===== src/rtl/aric_defines.svh =====
// Constants of the analog remote interface control block.
`ifndef ARIC_DEFINES_SVH
`define ARIC_DEFINES_SVH
// Full-scale codes of the two input ranges.
`define ARIC_FS_10V 16'h6666
`define ARIC_FS_5V 16'h3333
// Timing of the standby acknowledge low phase.
`define ARIC_ACK_LOW_MS 50
`define ARIC_CLK_KHZ 125000
`define ARIC_ACK_LOW_CYCLES (`ARIC_ACK_LOW_MS * `ARIC_CLK_KHZ)
// Register byte offsets.
`define ARIC_OFF_CTRL 8'h00
`define ARIC_OFF_ALMEN 8'h04
`define ARIC_OFF_STATUS 8'h08
`define ARIC_OFF_LIMIT 8'h10
`define ARIC_OFF_LOCAL 8'h20
`define ARIC_OFF_ACTIVE 8'h30
`define ARIC_OFF_LAST 8'h3c
// Control register fields.
`define ARIC_CTRL_DCON 0
`define ARIC_CTRL_R10V 1
`define ARIC_CTRL_RMODE 2
`define ARIC_CTRL_SBINV 3
`define ARIC_CTRL_W 4
`define ARIC_CTRL_RST 4'h2
// Status register fields.
`define ARIC_ST_ANALOG 0
`define ARIC_ST_DCON 1
`define ARIC_ST_ALARM 2
`define ARIC_ST_ERR 3
`define ARIC_ST_PEND 4
// Reset values.
`define ARIC_ALMEN_RST 5'h1f
`define ARIC_LIMIT_RST 16'h6666
`define ARIC_LOCAL_RST 16'h0000
`endif


===== src/rtl/aric_pkg.sv =====
// Types shared by the analog remote interface control block.
package aric_pkg;
  typedef logic [15:0] aric_val_t;
  typedef struct packed {
    logic overpower;
    logic overcurrent;
    logic overvoltage;
    logic powerFail;
    logic overtemp;
  } aric_alarm_s;
  // Index 0 voltage, 1 current, 2 power, 3 resistance.
  typedef struct packed {
    aric_val_t [3:0] val;
  } aric_setpt_s;
  typedef enum logic {ARIC_RANGE_5V, ARIC_RANGE_10V} aric_range_e;
  typedef enum logic [1:0] {
    ARIC_LOC_MANUAL,
    ARIC_LOC_ANALOG,
    ARIC_LOC_BLOCKED
  } aric_loc_e;
  typedef enum logic [1:0] {
    ARIC_ACK_HIGH,
    ARIC_ACK_LOW,
    ARIC_ACK_LOWOK,
    ARIC_ACK_WAIT
  } aric_ack_e;
endpackage


===== src/rtl/aric_ack_detect.sv =====
// Standby pin high-low-high detector for alarm acknowledge.
`timescale 1ns/10ps
`default_nettype none
module aric_ack_detect #(
  parameter int LOW_CYCLES = 6250000
) (
  input wire logic clk_sys,
  input wire logic reset,
  input wire logic enable,
  input wire logic levelOn,
  output logic ackPulse
);
  localparam int CW = $clog2(LOW_CYCLES + 1);
  aric_pkg::aric_ack_e state_q;
  aric_pkg::aric_ack_e state_d;
  logic [CW-1:0] count_q;
  logic [CW-1:0] count_d;
  logic ack_d;
  logic ack_q;
  logic lowDone;
  assign lowDone = (count_q >= CW'(LOW_CYCLES - 1));
  always_comb begin
    state_d = state_q;
    count_d = '0;
    ack_d = 1'b0;
    case (state_q)
      aric_pkg::ARIC_ACK_WAIT: begin
        if (levelOn) begin
          state_d = aric_pkg::ARIC_ACK_HIGH;
        end
      end
      aric_pkg::ARIC_ACK_HIGH: begin
        if (!levelOn) begin
          state_d = aric_pkg::ARIC_ACK_LOW;
        end
      end
      aric_pkg::ARIC_ACK_LOW: begin
        count_d = count_q + CW'(1);
        if (levelOn) begin
          // A short low phase is a glitch and acknowledges nothing.
          state_d = aric_pkg::ARIC_ACK_HIGH;
        end else if (lowDone) begin
          state_d = aric_pkg::ARIC_ACK_LOWOK;
        end
      end
      aric_pkg::ARIC_ACK_LOWOK: begin
        if (levelOn) begin
          state_d = aric_pkg::ARIC_ACK_HIGH;
          ack_d = 1'b1;
        end
      end
      default: begin
        state_d = aric_pkg::ARIC_ACK_WAIT;
      end
    endcase
    if (!enable) begin
      state_d = aric_pkg::ARIC_ACK_WAIT;
      ack_d = 1'b0;
    end
  end
  always_ff @(posedge clk_sys) begin
    if (reset) begin
      state_q <= aric_pkg::ARIC_ACK_WAIT;
      count_q <= '0;
      ack_q <= 1'b0;
    end else begin
      state_q <= state_d;
      count_q <= count_d;
      ack_q <= ack_d;
    end
  end
  assign ackPulse = ack_q;
endmodule
`default_nettype wire


===== src/rtl/aric_ctrl.sv =====
// Analog remote interface control with a classic Wishbone register slave.
//****************************************************************
//****************************************************************
`timescale 1ns/10ps
`default_nettype none
`include "aric_defines.svh"
module aric_ctrl #(
  parameter int ACK_LOW_CYCLES = `ARIC_ACK_LOW_CYCLES
) (
  input wire logic clk_sys,
  input wire logic reset,
  input wire logic cyc_i,
  input wire logic stb_i,
  input wire logic we_i,
  input wire logic [7:0] adr_i,
  input wire logic [31:0] dat_i,
  input wire logic [3:0] sel_i,
  output logic [31:0] dat_o,
  output logic ack_o,
  input wire logic remoteSelPinN,
  input wire logic standbyAckPin,
  input wire logic digitalRemoteActive,
  input wire logic digitalRemoteReq,
  output logic digitalRemoteErr,
  input wire aric_pkg::aric_setpt_s analogPortIn,
  input wire aric_pkg::aric_val_t actualVoltage,
  input wire aric_pkg::aric_val_t actualCurrent,
  input wire aric_pkg::aric_alarm_s alarmIn,
  input wire logic constantVoltageState,
  output aric_pkg::aric_setpt_s setpointOut,
  output logic dcInputOn,
  output aric_pkg::aric_val_t voltageMonitorOut,
  output aric_pkg::aric_val_t currentMonitorOut,
  output aric_pkg::aric_val_t referenceOut,
  output logic alarm1Out,
  output logic alarm2Out,
  output logic statusOut,
  output logic analogRemoteActive,
  output logic alarmAckPulse
);
  //****************************************************************
  // Helpers
  //****************************************************************
  function automatic logic [15:0] monScale(input logic [15:0] v,
                                           input logic r10);
    logic [15:0] c;
    c = (v > `ARIC_FS_10V) ? `ARIC_FS_10V : v;
    monScale = r10 ? c : {1'b0, c[15:1]};
  endfunction
  function automatic logic [15:0] wbMerge(input logic [15:0] old,
                                          input logic [31:0] d,
                                          input logic [3:0] s);
    wbMerge = {s[1] ? d[15:8] : old[15:8], s[0] ? d[7:0] : old[7:0]};
  endfunction

  //****************************************************************
  // Registers and state
  //****************************************************************
  logic [`ARIC_CTRL_W-1:0] ctrl_q;
  logic [4:0] alarmEn_q;
  logic [15:0] limit_q [4];
  logic [15:0] local_q [4];
  aric_pkg::aric_alarm_s pend_q;
  aric_pkg::aric_alarm_s pend_d;
  logic err_q;
  logic errPulse_q;
  aric_pkg::aric_loc_e loc_q;
  aric_pkg::aric_loc_e loc_d;
  logic ack_q;
  logic [31:0] rdat_q;
  logic [31:0] rdat_d;
  aric_pkg::aric_setpt_s setpt_q;
  aric_pkg::aric_setpt_s setpt_d;
  logic dcOn_q;
  logic [15:0] voltage_monitor_out_q;
  logic [15:0] current_monitor_out_q;
  logic [15:0] ref_q;
  logic alarm1_q;
  logic alarm2_q;
  logic status_q;

  //****************************************************************
  // Decoding
  //****************************************************************
  wire busReq = cyc_i && stb_i && !ack_q;
  wire busWr = busReq && we_i;
  wire [1:0] regSub = adr_i[3:2];
  wire selCtrl = (adr_i == `ARIC_OFF_CTRL);
  wire selAlmEn = (adr_i == `ARIC_OFF_ALMEN);
  wire selStatus = (adr_i == `ARIC_OFF_STATUS);
  wire selLimit = (adr_i[7:4] == 4'(`ARIC_OFF_LIMIT >> 4)) && !adr_i[1];
  wire selLocal = (adr_i[7:4] == 4'(`ARIC_OFF_LOCAL >> 4)) && !adr_i[1];
  wire selActive = (adr_i[7:4] == 4'(`ARIC_OFF_ACTIVE >> 4)) && !adr_i[1];
  wire isAnalog = (loc_q == aric_pkg::ARIC_LOC_ANALOG);
  wire range10V = ctrl_q[`ARIC_CTRL_R10V];
  wire sbOn = standbyAckPin ^ ctrl_q[`ARIC_CTRL_SBINV];
  wire anyAlarm = |pend_q;
  wire ackPulse;
  wire [15:0] portVal [4];
  wire [4:0] shownAlarm = pend_q & alarmEn_q;

  //****************************************************************
  // Port set value scaling
  //****************************************************************
  for (genvar g = 0; g < 4; g++) begin : gScale
    aric_scale uScale (
      .portCode(analogPortIn.val[g]),
      .range10V(range10V),
      .limit(limit_q[g]),
      .value(portVal[g])
    );
  end

  aric_ack_detect #(
    .LOW_CYCLES(ACK_LOW_CYCLES)
  ) uAck (
    .clk_sys(clk_sys),
    .reset(reset),
    .enable(isAnalog),
    .levelOn(sbOn),
    .ackPulse(ackPulse)
  );

  //****************************************************************
  // Control location
  //****************************************************************
  always_comb begin
    loc_d = loc_q;
    case (loc_q)
      aric_pkg::ARIC_LOC_MANUAL: begin
        if (!remoteSelPinN && digitalRemoteActive) begin
          loc_d = aric_pkg::ARIC_LOC_BLOCKED;
        end else if (!remoteSelPinN) begin
          loc_d = aric_pkg::ARIC_LOC_ANALOG;
        end
      end
      default: begin
        // The pin must go high again before a blocked entry can retry.
        if (remoteSelPinN) begin
          loc_d = aric_pkg::ARIC_LOC_MANUAL;
        end
      end
    endcase
  end

  //****************************************************************
  // Set values and alarms
  //****************************************************************
  always_comb begin
    for (int i = 0; i < 3; i++) begin
      setpt_d.val[i] = isAnalog ? portVal[i] : local_q[i];
    end
    setpt_d.val[3] = (isAnalog && ctrl_q[`ARIC_CTRL_RMODE]) ?
                     portVal[3] : local_q[3];
  end
  // A new alarm in the acknowledge cycle stays pending.
  assign pend_d = (pend_q & ~{5{ackPulse}}) | alarmIn;

  //****************************************************************
  // Read multiplexer
  //****************************************************************
  always_comb begin
    rdat_d = 32'h0000_0000;
    if (selCtrl) begin
      rdat_d[`ARIC_CTRL_W-1:0] = ctrl_q;
    end else if (selAlmEn) begin
      rdat_d[4:0] = alarmEn_q;
    end else if (selStatus) begin
      rdat_d[`ARIC_ST_ANALOG] = isAnalog;
      rdat_d[`ARIC_ST_DCON] = dcOn_q;
      rdat_d[`ARIC_ST_ALARM] = anyAlarm;
      rdat_d[`ARIC_ST_ERR] = err_q;
      rdat_d[`ARIC_ST_PEND +: 5] = pend_q;
    end else if (selLimit) begin
      rdat_d[15:0] = limit_q[regSub];
    end else if (selLocal) begin
      rdat_d[15:0] = local_q[regSub];
    end else if (selActive) begin
      rdat_d[15:0] = setpt_q.val[regSub];
    end
  end

  //****************************************************************
  // Bus slave and configuration
  //****************************************************************
  always_ff @(posedge clk_sys) begin
    if (reset) begin
      ack_q <= 1'b0;
      rdat_q <= 32'h0000_0000;
      ctrl_q <= `ARIC_CTRL_RST;
      alarmEn_q <= `ARIC_ALMEN_RST;
      for (int i = 0; i < 4; i++) begin
        limit_q[i] <= `ARIC_LIMIT_RST;
        local_q[i] <= `ARIC_LOCAL_RST;
      end
    end else begin
      ack_q <= busReq;
      if (busReq) begin
        rdat_q <= rdat_d;
      end
      if (busWr && selCtrl && sel_i[0]) begin
        ctrl_q <= dat_i[`ARIC_CTRL_W-1:0];
      end
      if (busWr && selAlmEn && sel_i[0]) begin
        alarmEn_q <= dat_i[4:0];
      end
      if (busWr && selLimit) begin
        limit_q[regSub] <= wbMerge(limit_q[regSub], dat_i, sel_i);
      end
      if (busWr && selLocal) begin
        local_q[regSub] <= wbMerge(local_q[regSub], dat_i, sel_i);
      end
    end
  end

  //****************************************************************
  // Location, alarms and error flag
  //****************************************************************
  wire errSet = digitalRemoteReq && isAnalog;
  wire errClr = busWr && selStatus && sel_i[0] && dat_i[`ARIC_ST_ERR];
  always_ff @(posedge clk_sys) begin
    if (reset) begin
      loc_q <= aric_pkg::ARIC_LOC_MANUAL;
      pend_q <= '0;
      err_q <= 1'b0;
      errPulse_q <= 1'b0;
    end else begin
      loc_q <= loc_d;
      pend_q <= pend_d;
      err_q <= errSet || (err_q && !errClr);
      errPulse_q <= errSet;
    end
  end

  //****************************************************************
  // Outputs
  //****************************************************************
  // Every range dependent output is loaded in one edge from one bit.
  always_ff @(posedge clk_sys) begin
    if (reset) begin
      setpt_q <= '0;
      dcOn_q <= 1'b0;
      voltage_monitor_out_q <= 16'h0000;
      current_monitor_out_q <= 16'h0000;
      ref_q <= 16'h0000;
      alarm1_q <= 1'b0;
      alarm2_q <= 1'b0;
      status_q <= 1'b0;
    end else begin
      setpt_q <= setpt_d;
      if (anyAlarm) begin
        dcOn_q <= 1'b0;
      end else if (isAnalog) begin
        dcOn_q <= sbOn;
      end else begin
        dcOn_q <= sbOn && ctrl_q[`ARIC_CTRL_DCON];
      end
      voltage_monitor_out_q <= monScale(actualVoltage, range10V);
      current_monitor_out_q <= monScale(actualCurrent, range10V);
      ref_q <= range10V ? `ARIC_FS_10V : `ARIC_FS_5V;
      alarm1_q <= shownAlarm[0] || shownAlarm[1];
      alarm2_q <= |shownAlarm[4:2];
      status_q <= !constantVoltageState;
    end
  end

  assign dat_o = rdat_q;
  assign ack_o = ack_q;
  assign digitalRemoteErr = errPulse_q;
  assign setpointOut = setpt_q;
  assign dcInputOn = dcOn_q;
  assign voltageMonitorOut = voltage_monitor_out_q;
  assign currentMonitorOut = current_monitor_out_q;
  assign referenceOut = ref_q;
  assign alarm1Out = alarm1_q;
  assign alarm2Out = alarm2_q;
  assign statusOut = status_q;
  assign analogRemoteActive = isAnalog;
  assign alarmAckPulse = ackPulse;
endmodule
`default_nettype wire


===== src/rtl/aric_scale.sv =====
// Set value scaling and clipping for one analog port channel.
`timescale 1ns/10ps
`default_nettype none
`include "aric_defines.svh"
module aric_scale (
  input wire logic [15:0] portCode,
  input wire logic range10V,
  input wire logic [15:0] limit,
  output logic [15:0] value
);
  logic [15:0] fullScale;
  logic [15:0] clipped;
  logic [15:0] scaled;
  assign fullScale = range10V ? `ARIC_FS_10V : `ARIC_FS_5V;
  assign clipped = (portCode > fullScale) ? fullScale : portCode;
  // The 5 V range doubles its code, which keeps half the resolution.
  assign scaled = range10V ? clipped : {clipped[14:0], 1'b0};
  assign value = (scaled > limit) ? limit : scaled;
endmodule
`default_nettype wire


===== config.mk =====
export PLATFORM = sky130hd
export DESIGN_NAME = aric_ctrl
export DESIGN_NICKNAME = d
export VERILOG_FILES = /design/src/rtl/aric_pkg.sv /design/src/rtl/aric_ack_detect.sv /design/src/rtl/aric_ctrl.sv /design/src/rtl/aric_scale.sv
export VERILOG_INCLUDE_DIRS = /design/src /design/src/rtl
export SDC_FILE = /design/constraint.sdc
export NUM_CORES = 1
export LEC_CHECK = 0
export ABC_AREA = 0
export BUFFER_PORTS_ARGS = -buffer_cell sky130_fd_sc_hd__buf_2
export CAP_MARGIN = 10
export CORE_MARGIN = 2
export CORE_UTILIZATION = 50
export DETAILED_ROUTE_END_ITERATION = 6
export HOLD_SLACK_MARGIN = 0.03
export PLACE_DENSITY = 0.76
export SLEW_MARGIN = 30
export SYNTH_ARGS = -nofsm -noshare
export SYNTH_HDL_FRONTEND = slang
export SYNTH_SLANG_ARGS = --single-unit

===== constraint.sdc =====
create_clock -name clk_sys -period 5.1 [get_ports clk_sys]
set_input_delay 1.02 -clock clk_sys [delete_from_list [all_inputs] [get_ports clk_sys]]
set_output_delay 1.02 -clock clk_sys [all_outputs]
set_load 0.02 [all_outputs]

==> results of run 1 <==
timing repair:
action	in CTS	in global routing
setup endpoints to repair	0	28
resized for setup	0	4
setup buffers	0	2
hold buffers	0	0
cells in the mapped netlist (all sizes together) (29+ instances only):
cell type  count
mux4          48
nor3          32
nor2         190
nor2b         35
nand2        150
clkbuf        58
ha            97
o21ai         83
a21oi         54
mux2i         49
a22oi         52
buf           56
a211oi        29
dfxtp        164
edfxtp       128
inv          122
cells by family (layout without fill, tap and decap cells):
family | after synthesis | after routing
compound gates | 362 | 362
xor+xnor | 18 | 18
fa+ha+maj | 97 | 97
buf+inv | 237 | 513
flops | 292 | 292
mux | 105 | 105
other cells | 1 | 23
simple gates | 554 | 554
how the worst min path moves through the flow:
stage                                     startpoint                          to
after floorplan           uAck.count_q[0]$_SDFF_PP0_  uAck.count_q[0]$_SDFF_PP0_
after global placement    uAck.count_q[0]$_SDFF_PP0_  uAck.count_q[0]$_SDFF_PP0_
final                          dat_o[1]$_SDFFE_PP0P_       dat_o[1]$_SDFFE_PP0P_
after global routing           dat_o[1]$_SDFFE_PP0P_       dat_o[1]$_SDFFE_PP0P_
after CTS                      dat_o[1]$_SDFFE_PP0P_       dat_o[1]$_SDFFE_PP0P_
after detailed placement       dat_o[2]$_SDFFE_PP0P_       dat_o[2]$_SDFFE_PP0P_
sequential cells by signal, summed over array words and instances (netlist names), 2 cells and up:
register           cells
limit_q               64
local_q               64
setpointOut           64
uAck.count_q          23
currentMonitorOut     16
dat_o                 16
voltageMonitorOut     16
alarmEn_q              5
pend_q                 5
ctrl_q                 4
referenceOut           3
loc_q                  2
uAck.state_q           2
power by group through the flow:
stage                     Sequential [uW]  Clock (uW)  Combinational, uW
final                                2590        2230                765
after global routing                 2590        2340                818
after CTS                            2590        2230                746
after detailed placement             2640           0                741
after global placement               2640           0                728
after floorplan                      2650           0                395
per-layer routing:
layer  routed length (um)  part of all wire  track usage  vias to the layer above
li1                     -                 -            -                     6605
met1                21480              0.37       0.4192                     7061
met2                27080              0.46       0.5518                      940
met3                 6285              0.11      0.07373                      183
met4                 3644             0.062       0.1768                        0
met5                    0                 0            0                        -
cell usage in the layout, fill, tap and decap left out, types with 49 or more instances in the layout:
cell type	count
buf_2	267
nor2_1	187
dfxtp_1	163
nand2_1	148
edfxtp_1	128
inv_1	122
ha_1	97
o21ai_0	80
buf_4	63
a21oi_1	53
a22oi_1	52
mux2i_1	49
worst reg2reg max path, stage by stage (launching register included):
cell       delay (ns)
dfxtp_4          0.36
clkinv_1         0.11
buf_12           0.19
ha_1             0.34
nand2_1          0.07
o21ai_0          0.07
a2111oi_0        0.40
nor3b_1          0.10
a2bb2oi_1        0.16
buf_4            0.19
a211oi_1         0.48
inv_1            0.09
ha_1             0.30
nor2b_1          0.13
o211ai_1         0.15
a21oi_1          0.09
a2111oi_0        0.52
buf_4            0.21
o21ai_1          0.08
or2_0            0.39
o21ai_0          0.29
layout make-up:
cell class / count / area share
Antenna cell: 1 / 0.0001293
Clock buffer: 46 / 0.04744
Clock inverter: 10 / 0.004201
Inverter: 123 / 0.02385
Multi-Input combinational cell: 1158 / 0.4299
Sequential cell: 292 / 0.3683
Tap cell: 442 / 0.02857
Timing Repair Buffer: 334 / 0.09760
per-stage QoR:
stage          setup slack [ns]  hold slack (ns)  setup TNS [ns]
2_1_floorplan           0.06558           0.4372               0
3_3_place_gp            -0.1550           0.4517          -1.257
3_5_place_dp            -0.2356           0.4599          -3.845
4_1_cts                  0.1549           0.4688               0
5_1_grt                 0.03955           0.4800               0
6_report                 0.3143           0.4699               0
==> metrics.yaml, run 1 <==
ff_latch_area_um2: 7131
numPortBuffers: 268
path_cells: "clkinv_1, buf_12, ha_1, nand2_1, o21ai_0, a2111oi_0, nor3b_1, a2bb2oi_1, buf_4, a211oi_1, inv_1, ha_1, nor2b_1, o211ai_1, a21oi_1, a2111oi_0, buf_4, o21ai_1, or2_0, o21ai_0"
grt_usage: 0.3374
min_period_ns: 4.786
muxShareOfSynthArea: 0.1016
drc: 0
clock_skew_ns: 0.01151
synth_edf_count: 128
synth_xor_area_frac: 0.009635
die_w_um: 184.9
grt_max_degree: 68
htree_levels: 1
fin_nets: 2192
postLayoutCoreUtil: 0.5980
intPower_uw: 4093
maxSlewHeadroom: 0.3698
cp-start-kind: "flop"
crit_end: "setpointOut[43]$_SDFF_PP0_"
timing.max_cap.violations: 0
hp-class: "reg -> reg"
antenna_found_initial: 2
powerDensity_nw_per_um2: 288.6
io_pins: 307
synth_compound_area_frac: 0.1561
postRouteAntennaNets: 0
cts_buffers: 31
reg2reg_to: "setpointOut[43]$_SDFF_PP0_"
synth_top_flop_cell: "dfxtp_1"
cp_slowest_stage_delay_ns: 0.52
synthesis.instances: 1666
cp_num_buf_inv: 5
first_iter_violations: 1953
worst_pin_slew_ns: 0.9453
end_kind: "flop"
finalInstanceArea_um2: 19360
fill_cells: 2826
ys.warnings.count: 0
crit_family: "compound AO/OA/AOI/OAI gates"
gr-total-overflow: 0
viasPerCell: 6.147
area_growth_pct: 18.31
clock.fmax_mhz: 209.0
synth.avg_cell_area_um2: 9.821
synth.area.top_cells: "edfxtp_1 23%, dfxtp_1 20%, ha_1 7.4%"
drt_first_pass_iters: 7
via_count: 14789
rows: 66
netlist.area_leader.share: 0.2349
synthSimpleGateAreaFrac: 0.1601
rsz0062_at_grt: "no"
ctsRootBufferMaster: "clkbuf_16"
hold_depth: 2
multi_input_area_um2: 8322
fp.dieH_um: 184.9
rr_worst_depth: 20
hpwl_um: 45960
cp.depth: 20
wl_um: 58490
initial_core_util: 0.5054
final_max_slew_viol_count: 0
reg2reg_from: "ctrl_q[1]$_SDFFE_PP1P_"
final_cells: 2406
crit_required_ns: 5.56
fp.dieArea_um2: 34190
period_share: 0.9384
power.share.clock: 0.399
power_uw: 5587
gp_congestion: 0.9876
synthArstFlopShare: 0
seqPwrFrac: 0.464
yosysTopAreaCell: "edfxtp_1"
p_sw_uw: 1494
swShare: 0.2674
syn_area_um2: 16360
cts_sinks: 292
crit_path_start: "ctrl_q[1]$_SDFFE_PP1P_"
synth-adder-area-share: 0.07418
max-vdd-ir-drop_mv: 0.2661
clock_latency_ns: 0.56
worstSetupPathType: "reg -> reg"
dpl.cell_count: 2347
finalHoldViolations: 0
wl_per_cell_um: 24.31
clk_path_buf_depth: 3
leakagePower_uw: 0.008585
coreArea_um2: 32370
grt_pass1_wl_um: 85460
reg2reg_slack_ns: 0.31
placed_area_um2: 18320
setup_viol: 0
status: "finished, final reports clean"
crit_fanout: 23
ys_ff_latch: 292
synth_top_family_by_area: "simple AND/OR/NAND/NOR gates"
grt_pass1_vias: 14117
slowest_stage: "a2111oi_0"
p_comb_frac: 0.137
synth_cell_types: 73
cp_data_arrival_time_ns: 5.25
drive_gt1_frac: 0.2364
cts_tree: "done"
seq_area_frac_synth: 0.4356
clkTransAtPathRegs_ns: 0.06
(Power assumes the default switching activity.)
==> inputs of run 2 (changes only) <==
clock period = 5.5 ns   (was 5.1 ns; I/O delays follow)
==> metrics.yaml, run 2 (synthesis gave the netlist of run 1 again) <==
worst_pin_slew_ns: 0.9619
area_growth_pct: 17.80
cp_slowest_stage_delay_ns: 0.52
first_iter_violations: 1727
fp.dieArea_um2: 34190
gr-total-overflow: 0
wl_um: 58210
reg2reg_slack_ns: 0.32
cts_tree: "done"
clock.fmax_mhz: 192.9
crit_end: "setpointOut[58]$_SDFF_PP0_"
path_cells: "clkinv_1, buf_4, ha_1, a311oi_1, o211ai_1, nor2_1, a211oi_1, buf_4, a211o_1, ha_1, a41o_1, a21oi_1, o32ai_1, nor4_4, nor2_1, buf_4, o21ai_0, a21oi_1"
initial_core_util: 0.5054
rsz0062_at_grt: "no"
grt_pass1_wl_um: 84590
slowest_stage: "nor4_4"
clock_skew_ns: 0.01479
cts_buffers: 30
cts_hold_buf: 0
fp.dieH_um: 184.9
cp-start-kind: "flop"
max-vdd-ir-drop_mv: 0.2253
powerDensity_nw_per_um2: 273.8
reg2reg_to: "setpointOut[58]$_SDFF_PP0_"
drc: 0
viasPerCell: 6.205
cp_data_arrival_time_ns: 5.59
timing.max_cap.violations: 0
finalHoldViolations: 0
fin_nets: 2173
setup_ws_ns: 0.3166
gp_congestion: 1.038
cp.depth: 18
fill_cells: 2767
power_uw: 5277
final_common_cell: "buf_2"
via_count: 14824
crit_family: "compound AO/OA/AOI/OAI gates"
clock_latency_ns: 0.56
dpl.cell_count: 2328
final_max_slew_viol_count: 0
ctsRootBufferMaster: "clkbuf_16"
cpMostUsedCell: "buf_4"
postRouteAntennaNets: 0
layout_common_cells: "266 x buf_2, 188 x nor2_1, 163 x dfxtp_1, 147 x nand2_1, 128 x edfxtp_1"
end_kind: "flop"
numPortBuffers: 268
crit_required_ns: 5.91
htree_levels: 1
setup_viol: 0
min_period_ns: 5.183
hpwl_um: 44940
clk_path_buf_depth: 3
grt_pass1_vias: 13974
rows: 66
reg2reg_from: "ctrl_q[1]$_SDFFE_PP1P_"
antenna_found_initial: 5
drive_gt1_frac: 0.2303
cp_num_buf_inv: 4
crit_path_start: "ctrl_q[1]$_SDFFE_PP1P_"
period_share: 0.9424
grt_usage: 0.3324
crit_fanout: 19
leakagePower_uw: 0.008537
post-place-ws_ns: -0.1034
worstSetupPathType: "reg -> reg"
io_pins: 307
wl_per_cell_um: 24.36
grt_max_degree: 92
maxSlewHeadroom: 0.3572
drt_first_pass_iters: 5
rr_worst_depth: 18
final_cells: 2389
cts_sinks: 292
hp-class: "reg -> reg"
status: "finished, final reports clean"
coreArea_um2: 32370
clkTransAtPathRegs_ns: 0.06
setup_tns_ns: 0
die_w_um: 184.9
-- run 2: worst min-delay path by stage --
stage	startpoint	end	depth (start not counted)	slack, ns
6_report	dat_o[1]$_SDFFE_PP0P_	dat_o[1]$_SDFFE_PP0P_	2	0.47
3_3_place_gp	uAck.count_q[0]$_SDFF_PP0_	uAck.count_q[0]$_SDFF_PP0_	1	0.45
3_5_place_dp	dat_o[1]$_SDFFE_PP0P_	dat_o[1]$_SDFFE_PP0P_	2	0.46
4_1_cts	dat_o[1]$_SDFFE_PP0P_	dat_o[1]$_SDFFE_PP0P_	2	0.47
2_1_floorplan	uAck.count_q[0]$_SDFF_PP0_	uAck.count_q[0]$_SDFF_PP0_	1	0.44
5_1_grt	dat_o[1]$_SDFFE_PP0P_	dat_o[1]$_SDFFE_PP0P_	2	0.50
-- run 2: what timing repair did --
item / 4_1_cts / 5_1_grt
endpoints found under the setup margin: 0 / 16
setup buffers: 0 / 3
gates resized for setup: 0 / 0
-- run 2: area by class of cell --
cell class              instances  area [um2]  area share
diodes                          2       5.005   0.0002597
well taps                     442       553.0     0.02869
clock buffers                  38       928.4     0.04817
repair buffers                316        1732     0.08984
flip-flops and latches        292        7131      0.3699
inverters                     123       461.7     0.02395
clock inverters                18       145.1    0.007530
multi-input cells            1158        8319      0.4316
-- run 2: worst reg2reg max path, stage by stage, from the launching register on --
cell and delay [ns]:
dfxtp_4 0.36, clkinv_1 0.34, buf_4 0.37, ha_1 0.31, a311oi_1 0.45, o211ai_1 0.16, nor2_1 0.12, a211oi_1 0.05
buf_4 0.21, a211o_1 0.32, ha_1 0.31, a41o_1 0.21, a21oi_1 0.33, o32ai_1 0.18, nor4_4 0.52, nor2_1 0.13
buf_4 0.24, o21ai_0 0.28, a21oi_1 0.13
-- run 2: layer usage --
layer  GRT usage  vias up  part of all wire  wire [um]
met4      0.2035        0             0.068       3937
met3     0.06528      212              0.11       6255
met1      0.4114     7094              0.36      21200
met2      0.5371      952              0.46      26820
li1            -     6566                 -          -
met5           0        -                 0          0
-- run 2: report_power, final --
group          internal, uW  switching [uW]  total (uW)
sequential             2330            71.5        2400
clock                  1290             885        2170
combinational           257             444         701
-- run 2: through the flow --
| step | cell area [um2] | hold WS, ns | util |
|---|---|---|---|
| after floorplan | 16440 | 0.4372 | - |
| after global placement | 18140 | 0.4531 | 0.5605 |
| after detailed placement | 18150 | 0.4566 | 0.5608 |
| after CTS | 19230 | 0.4653 | 0.5940 |
| after global routing | 19270 | 0.5008 | 0.5954 |
| final | 19270 | 0.4734 | 0.5954 |
==> inputs of run 3 (changes only) <==
CORE_MARGIN = unset   (was 2)
PLACE_DENSITY = 0.79   (was 0.76)
==> metrics.yaml, run 3 (synthesis gave the netlist of run 1 again) <==
rows: 65
cp_slowest_stage_delay_ns: 0.52
timing.max_cap.violations: 0
first_iter_violations: 1609
initial_core_util: 0.5132
cts_buffers: 31
hp-class: "reg -> reg"
via_count: 14805
grt_pass1_vias: 13916
end_kind: "flop"
placed_area_um2: 18170
reg2reg_from: "ctrl_q[1]$_SDFFE_PP1P_"
status: "finished, final reports clean"
htree_levels: 1
gp_congestion: 1.078
finalInstanceArea_um2: 19190
grt_usage: 0.3613
clkTransAtPathRegs_ns: 0.06
antenna_found_initial: 4
cp-start-kind: "flop"
coreArea_um2: 31880
crit_family: "compound AO/OA/AOI/OAI gates"
hold_depth: 2
final_max_slew_viol_count: 0
finalHoldViolations: 0
drive_gt1_frac: 0.2270
wl_per_cell_um: 25.66
leakagePower_uw: 0.008475
fin_nets: 2173
hold_path_startpoint: "dat_o[2]$_SDFFE_PP0P_"
hold_ws_ns: 0.4509
cts_sinks: 292
rsz0062_at_grt: "no"
dpl.cell_count: 2323
min_to: "dat_o[2]$_SDFFE_PP0P_"
final_common_cell: "buf_2"
maxSlewHeadroom: 0.3655
setup_tns_ns: 0
fill_cells: 2791
crit_required_ns: 5.98
gr-total-overflow: 0
viasPerCell: 6.215
cts_tree: "done"
die_w_um: 182.9
hpwl_um: 47540
reg2reg_slack_ns: 0.38
drt_first_pass_iters: 6
clock_latency_ns: 0.58
wl_um: 61120
min_period_ns: 5.122
io_pins: 307
post-cts-setup-buffer-count: 0
cp_num_buf_inv: 4
clock_skew_ns: 0.01411
drc: 0
setup_viol: 0
clk_path_buf_depth: 3
area_growth_pct: 17.26
period_share: 0.9313
path_cells: "clkinvlp_4, buf_4, ha_1, nand2_1, o21ai_0, a2111oi_1, nor3b_1, a2bb2oi_1, buf_12, a211oi_1, inv_1, ha_1, nor2b_1, o211ai_1, a21oi_1, a2111oi_1, o21ai_1, or2_0, o21ai_0"
clock.fmax_mhz: 195.2
post-place-ws_ns: 0.1005
crit_fanout: 17
ctsRootBufferMaster: "clkbuf_16"
worst_pin_slew_ns: 0.9494
final_cells: 2382
slowest_stage: "a211oi_1"
fp.dieH_um: 182.9
layout_common_cells: "267 x buf_2, 189 x nor2_1, 163 x dfxtp_1, 146 x nand2_1, 128 x edfxtp_1"
fp.dieArea_um2: 33450
grt_max_degree: 132
numPortBuffers: 268
max-vdd-ir-drop_mv: 0.2774
grt_pass1_wl_um: 88690
postRouteAntennaNets: 0
powerDensity_nw_per_um2: 270.9
cp_data_arrival_time_ns: 5.60
setup_ws_ns: 0.3777
reg2reg_to: "setpointOut[39]$_SDFF_PP0_"
cts_hold_buf: 0
worstSetupPathType: "reg -> reg"
rr_worst_depth: 19
[run 3: changes by cell type in the layout (fill, tap and decap cells not counted), sizes merged]
cell,previous run,this run
bufinv,2,3
clkbuf,38,39
clkinvlp,1,4
clkinv,12,8
inv,126,124
buf,316,315
diode,2,4
[run 3: report_power, final]
part | switching, uW | internal (uW) | total (uW)
combinational | 456 | 256 | 712
clock | 876 | 1210 | 2080
sequential | 69.9 | 2330 | 2400
total | 1400 | 3800 | 5200
[run 3: worst max-delay path by stage]
stage          slack, ns                    from                    endpoint  depth (start not counted)
2_1_floorplan       0.47  ctrl_q[1]$_SDFFE_PP1P_  setpointOut[10]$_SDFF_PP0_                         18
3_3_place_gp        0.21        analogPortIn[30]  setpointOut[28]$_SDFF_PP0_                         17
3_5_place_dp        0.10        analogPortIn[26]  setpointOut[31]$_SDFF_PP0_                         17
4_1_cts             0.17  ctrl_q[1]$_SDFFE_PP1P_  setpointOut[39]$_SDFF_PP0_                         19
5_1_grt             0.05  ctrl_q[1]$_SDFFE_PP1P_  setpointOut[39]$_SDFF_PP0_                         19
6_report            0.38  ctrl_q[1]$_SDFFE_PP1P_  setpointOut[39]$_SDFF_PP0_                         19
[run 3: metal layers]
| layer | share of wire | track usage |
|---|---|---|
| met1 | 0.38 | 0.4685 |
| met2 | 0.45 | 0.5646 |
| met3 | 0.10 | 0.06493 |
| met4 | 0.068 | 0.2190 |
| met5 | 0 | 0 |
[run 3: worst register-to-register path, cell delays in order (launching register included)]
cell        delay (ns)
dfxtp_4           0.37
clkinvlp_4        0.32
buf_4             0.32
ha_1              0.29
nand2_1           0.07
o21ai_0           0.08
a2111oi_1         0.46
nor3b_1           0.11
a2bb2oi_1         0.18
buf_12            0.19
a211oi_1          0.52
inv_1             0.10
ha_1              0.30
nor2b_1           0.13
o211ai_1          0.18
a21oi_1           0.09
a2111oi_1         0.48
o21ai_1           0.15
or2_0             0.40
o21ai_0           0.28
[run 3: layout make-up]
class	count	area (um2)	share of cell area
Inverter	123	465.4	0.02426
Timing Repair Buffer	315	1734	0.09039
Clock inverter	16	160.2	0.008347
Tap cell	435	544.3	0.02837
Multi-Input combinational cell	1158	8305	0.4329
Sequential cell	292	7131	0.3717
Antenna cell	4	10.01	0.0005217
Clock buffer	39	835.8	0.04356
[run 3: through the flow]
step / power, uW / util
after global placement: 3119 / 0.5697
after global routing: 5336 / 0.6018
final: 5198 / 0.6018
after CTS: 5182 / 0.6011
after detailed placement: 3132 / 0.5699
after floorplan: 2827 / -
[run 3: what timing repair did]
item	in CTS	in global routing
setup endpoints to repair	0	36
gates resized for setup	0	4
endpoints found under the hold margin	0	0
